==> src/inc/adc_port_pkg.sv <==
// constants and carrier types for the pipelined converter output port
// ----------------------------------------------------------------------
// Overview of operation
// - the twelve data pins float whenever the active-low output enable is high.
// - with outputs enabled and shutdown requested, the last word before shutdown keeps being driven unchanged.
// - each result reaches the data pins exactly seven clock cycles after the edge that took its sample; with OUT_READY low the code delays or drops words.
// - a sample is taken on the rising edge of the true conversion clock.
// - each result is a 12-bit parallel word with bit 0 the lsb and bit 11 the msb.
// - results are offset binary, zero input giving 800, full positive fff and full negative 000.
// - a high shutdown request stops normal conversion.
// - a low output enable makes the device drive the data pins actively.
// ----------------------------------------------------------------------
package adc_port_pkg;
  localparam int          CODE_WIDTH     = 12;
  localparam int          LATENCY_CYCLES = 7;
  localparam logic [11:0] CODE_ZERO      = 12'h800;
  localparam logic [11:0] CODE_RESET     = 12'h800;
  localparam int          BUF_DEPTH      = 2;

  typedef struct packed {
    logic        valid;
    logic [11:0] code;
  } sample_t;
endpackage
==> src/core/adc_output_port.sv <==
// digital output side of a pipelined converter: latency line, buffer, pins
module adc_output_port #(
  parameter int WIDTH   = adc_port_pkg::CODE_WIDTH,
  parameter int LATENCY = adc_port_pkg::LATENCY_CYCLES
) (
  input  wire logic             CLOCK,
  input  wire logic             RST,
  input  wire logic [WIDTH-1:0] SAMPLE_IN,
  input  wire logic             OUT_ENABLE_N,
  input  wire logic             SHUTDOWN_REQUEST,
  input  wire logic             OUT_READY,
  output logic [WIDTH-1:0]      SAMPLE_CODE_BITS,
  output logic [WIDTH-1:0]      SAMPLE_CODE_OE,
  output logic                  OUT_VALID
);
  // ----------------------------------------------------------------------
  // elaboration checks
  // ----------------------------------------------------------------------
  if (WIDTH != adc_port_pkg::CODE_WIDTH) begin : g_bad_width
    $error("code width must be twelve");
  end
  if (LATENCY < 3) begin : g_bad_lat
    $error("latency must be at least three");
  end

  localparam int LINE = LATENCY - 2;

  // ----------------------------------------------------------------------
  // sample pipeline
  // ----------------------------------------------------------------------
  // two stages of the latency sit in the buffer and the pin register,
  // so the line carries the rest; a stalled receiver breaks the figure.
  adc_port_pkg::sample_t line_q [LINE];
  logic                  run;

  assign run = ~SHUTDOWN_REQUEST;

  always_ff @(posedge CLOCK or posedge RST) begin
    if (RST) begin
      for (int i = 0; i < LINE; i++) begin
        line_q[i] <= '0;
      end
    end else if (run) begin
      line_q[0] <= '{valid: 1'b1, code: SAMPLE_IN};
      for (int i = 1; i < LINE; i++) begin
        line_q[i] <= line_q[i-1];
      end
    end
  end

  // ----------------------------------------------------------------------
  // two-entry buffer
  // ----------------------------------------------------------------------
  logic [WIDTH-1:0] buf_q [adc_port_pkg::BUF_DEPTH];
  logic [1:0]       cnt_q;
  logic             push;
  logic             pop;
  logic             buf_ready;
  logic             pin_load;

  assign buf_ready = (cnt_q != 2'h2);
  assign push      = run & line_q[LINE-1].valid & buf_ready;
  assign pin_load  = run & (~OUT_VALID | OUT_READY);
  assign pop       = pin_load & (cnt_q != 2'h0);

  always_ff @(posedge CLOCK or posedge RST) begin
    if (RST) begin
      cnt_q     <= 2'h0;
      buf_q[0]  <= adc_port_pkg::CODE_RESET;
      buf_q[1]  <= adc_port_pkg::CODE_RESET;
    end else begin
      cnt_q <= cnt_q + {1'b0, push} - {1'b0, pop};
      if (pop) begin
        buf_q[0] <= buf_q[1];
      end
      if (push) begin
        if (pop) begin
          buf_q[cnt_q == 2'h2 ? 1 : (cnt_q == 2'h1 ? 0 : 0)] <=
            line_q[LINE-1].code;
        end else begin
          buf_q[cnt_q[0]] <= line_q[LINE-1].code;
        end
      end
    end
  end

  // ----------------------------------------------------------------------
  // pin register
  // ----------------------------------------------------------------------
  // during shutdown pin_load stays low, so the last word is held
  always_ff @(posedge CLOCK or posedge RST) begin
    if (RST) begin
      SAMPLE_CODE_BITS <= adc_port_pkg::CODE_RESET;
      OUT_VALID        <= 1'b0;
    end else if (pin_load) begin
      if (cnt_q != 2'h0) begin
        SAMPLE_CODE_BITS <= buf_q[0];
        OUT_VALID        <= 1'b1;
      end else begin
        OUT_VALID <= 1'b0;
      end
    end
  end

  always_ff @(posedge CLOCK or posedge RST) begin
    if (RST) begin
      SAMPLE_CODE_OE <= '0;
    end else begin
      SAMPLE_CODE_OE <= {WIDTH{~OUT_ENABLE_N}};
    end
  end
endmodule

==> config.mk <==
export PLATFORM = sky130hd
export DESIGN_NAME = adc_output_port
export DESIGN_NICKNAME = d
export VERILOG_FILES = /design/src/inc/adc_port_pkg.sv /design/src/core/adc_output_port.sv
export SDC_FILE = /design/constraint.sdc
export NUM_CORES = 1
export LEC_CHECK = 0
export ABC_CLOCK_PERIOD_IN_PS = 2700
export BUFFER_PORTS_ARGS = -buffer_cell sky130_fd_sc_hd__buf_2
export CAP_MARGIN = 20
export CORE_UTILIZATION = 50
export CTS_CLUSTER_DIAMETER = 200
export DETAILED_ROUTE_END_ITERATION = 6
export PLACE_DENSITY_LB_ADDON = 0.05
export SYNTH_ARGS = -nofsm -noshare
export SYNTH_HDL_FRONTEND = slang
export SYNTH_SLANG_ARGS = --single-unit
==> constraint.sdc <==
create_clock -name CLOCK -period 2.7 [get_ports CLOCK]
set_clock_uncertainty 0.1 [all_clocks]
set_input_delay 0.135 -clock CLOCK [delete_from_list [all_inputs] [get_ports CLOCK]]
set_output_delay 0.135 -clock CLOCK [all_outputs]
set_load 0.03 [all_outputs]
==> flow_summary.ini <==
[grt]
overflow = 0
busiest_layer = met2
antenna_found_initial = 0
grt_usage = 0.154
grt_use_met3 = 0.0291
grt_pass1_wl_mm = 10.4
met2_usage = 0.230
grt_max_degree = 64
grt_pass1_vias = 2224
use_met1 = 0.214

[routing]
ant_nets = 0
wl_mm = 6.09
drc = 0
viasPerCell = 5.03
drt_iter0_drc = 141
post_drt_wl_per_cell_um = 13.4
first_pass_iters = 5
via_count = 2292

[layout]
diodes = 0
drive_gt1_frac = 0.419
final_area_um2 = 4800
fin_nets = 364
syn_to_final_growth_pct = 12.9

[synth]
ys.warnings.count = 0
synth-seq-cells = 105
netlist_area_um2 = 4250
synth_edf_count = 0
yosys-top-cells-count = dfrtp_1 (102), mux2_2 (77), inv_1 (37), buf_4 (14)
syn_inst = 297
synthDistinctLibCells = 36
synthArstFlopShare = 1.00
synth_top_area_share = 0.601
synth_area_per_cell_um2 = 14.3
synthFlopType = dfrtp_1
yosysSeqAreaShare = 0.619
yosysTopAreaCell = dfrtp_1
syn_nets = 315
yosysMostFrequentCell = dfrtp_1
synth_area_leaders = dfrtp_1 (60%), mux2_2 (20%), inv_1 (3.3%)

[setup_path]
worst-setup-path-type = reg2reg
worst-path-buf-inv = 1
cp_top_family = compound AO/OA/AOI/OAI gates
crit_arrival_ns = 2.23
crit_path_end_kind = register
cp_max_fo = 13
max_stage_delay_ns = 0.46
cp_cell_sequence = o21bai_1 > nor2_2 > buf_4 > o31ai_1 > ha_1 > nor2_1 > nand4b_1 > o2111ai_1
critical_path.startpoint_type = register
slowest_stage = dfrtp_1
crit_required_ns = 2.82

[sta]
hold_viol = 0
slew_headroom = 0.496
rsz0062_at_grt = no
drv_slew = 0
setup_viol = 0
min_period_over_period = 0.784
clock.fmax_mhz = 473
post-route-min-period_ns = 2.12
worst_pin_slew_ns = 0.755
tns_ns = 0

[die]
fp.dieH_um = 94.2
fp.dieW_um = 94.2
coreArea_um2 = 8220
io-pin-count = 42
die_area_um2 = 8870
initial_core_util = 0.517
row_count = 33

[pwr]
switchingPower_mw = 1.38
p_sw_frac = 0.318
irDropWorstVdd_uv = 387
clock_power_share = 0.198
pwr-share-seq = 0.522
p_int_mw = 2.97
power_leakage_nw = 2.16
power_mw = 4.36
powerDensity_nw_per_um2 = 908
pwr-share-comb = 0.279

[job]
maxCapViolCount = 0

[outcome]
status = complete, no violations

[clock_tree]
clock_tree.root_cell = clkbuf_8
h-tree-depth = 3
clk_path_buf_depth = 2
cts_buffers = 9
post_cts_buffers = 0
cts_tree = done
clock-sinks = 105
cts.clk_slew.worst_paths_ns = 0.09
clock_latency_ns = 0.36

[placed_design]
port_buffers = 41
place_area_um2 = 4470
dp_hpwl_mm = 3.84
place_congestion = 0.710

[worst_hold_path]
min_path_type = in2reg
==> layer usage <==
metal,wire length [µm],vias to the layer above,share of wire
li1,-,1114,-
met1,3090,1116,0.51
met2,2660,51,0.44
met3,208,11,0.034
met4,128,0,0.021
met5,0,-,0
==> path summary, 6_finish.rpt <==
| path | slack, ns | startpoint | to | depth (start not counted) |
|---|---|---|---|---|
| worst max-delay path | 0.58 | cnt_q[0]$_DFF_PP0_ | cnt_q[1]$_DFF_PP0_ | 8 |
| worst min-delay path | 0.03 | SHUTDOWN_REQUEST | line_q[12]$_DFFE_PP0N_ | 2 |
| worst max register to register | 0.58 | cnt_q[0]$_DFF_PP0_ | cnt_q[1]$_DFF_PP0_ | 8 |
| worst min register to register | 0.39 | register | register | 2 |
| max in group asynchronous | 1.49 | RST | line_q[13]$_DFFE_PP0N_ | 4 |
| min in group asynchronous | 0.26 | RST | line_q[49]$_DFFE_PP0N_ | 3 |
==> power by group through the flow <==
stage	clock network (mW)	registers [mW]	logic, mW
6_report	0.864	2.27	1.22
5_1_grt	0.956	2.35	1.35
4_1_cts	0.901	2.28	1.23
3_5_place_dp	0	2.32	1.21
3_3_place_gp	0	2.30	1.17
2_1_floorplan	0	2.44	0.790
==> metrics by stage <==
stage | hold slack (ns) | instances | util | worst slack (ns)
floorplan | 0.0944 | 297 | - | 0.707
global placement | 0.106 | 425 | 0.545 | 0.785
detailed placement | 0.113 | 425 | 0.545 | 0.613
CTS | 0.0206 | 456 | 0.584 | 0.612
global route | 0.0468 | 456 | 0.584 | 0.437
finish | 0.0333 | 456 | 0.584 | 0.584
==> layout by cell type, fill, tap and decap left out, drive strengths merged, types with 2 or more instances in the layout <==
cell type	instances
a222oi	11
and2b	2
buf	47
clkbuf	12
clkinv	2
clkinvlp	3
dfrtp	102
dfstp	3
dlygate4sd3	15
inv	36
mux2	77
mux2i	11
nand2	3
nand2b	2
nand3	2
nor2	2
nor3	2
o21ai	2
==> cells by family (layout without fill, tap and decap cells) <==
family          count (synthesis)  in the layout  synth area share
buf+inv                        61            115            0.0736
simple gates                   21             21            0.0303
compound gates                 21             21            0.0442
fa+ha+maj                       1              1           0.00294
flops                         105            105             0.619
mux                            88             88             0.230
==> timing repair <==
action | 4_1_cts | 5_1_grt
gates resized for setup | 0 | 0
hold buffers | 15 | 0
endpoints found under the hold margin | 36 | 0
==> cell type report <==
type                       instances  area, µm²
timing repair buffer              62        413
clock buffer                      12        145
clock inverter                     4       28.8
fill                             707       3420
inverter                          37        143
multi-input combinational        131       1310
sequential                       105       2630
tap                              105        131
(Power assumes the default switching activity.)
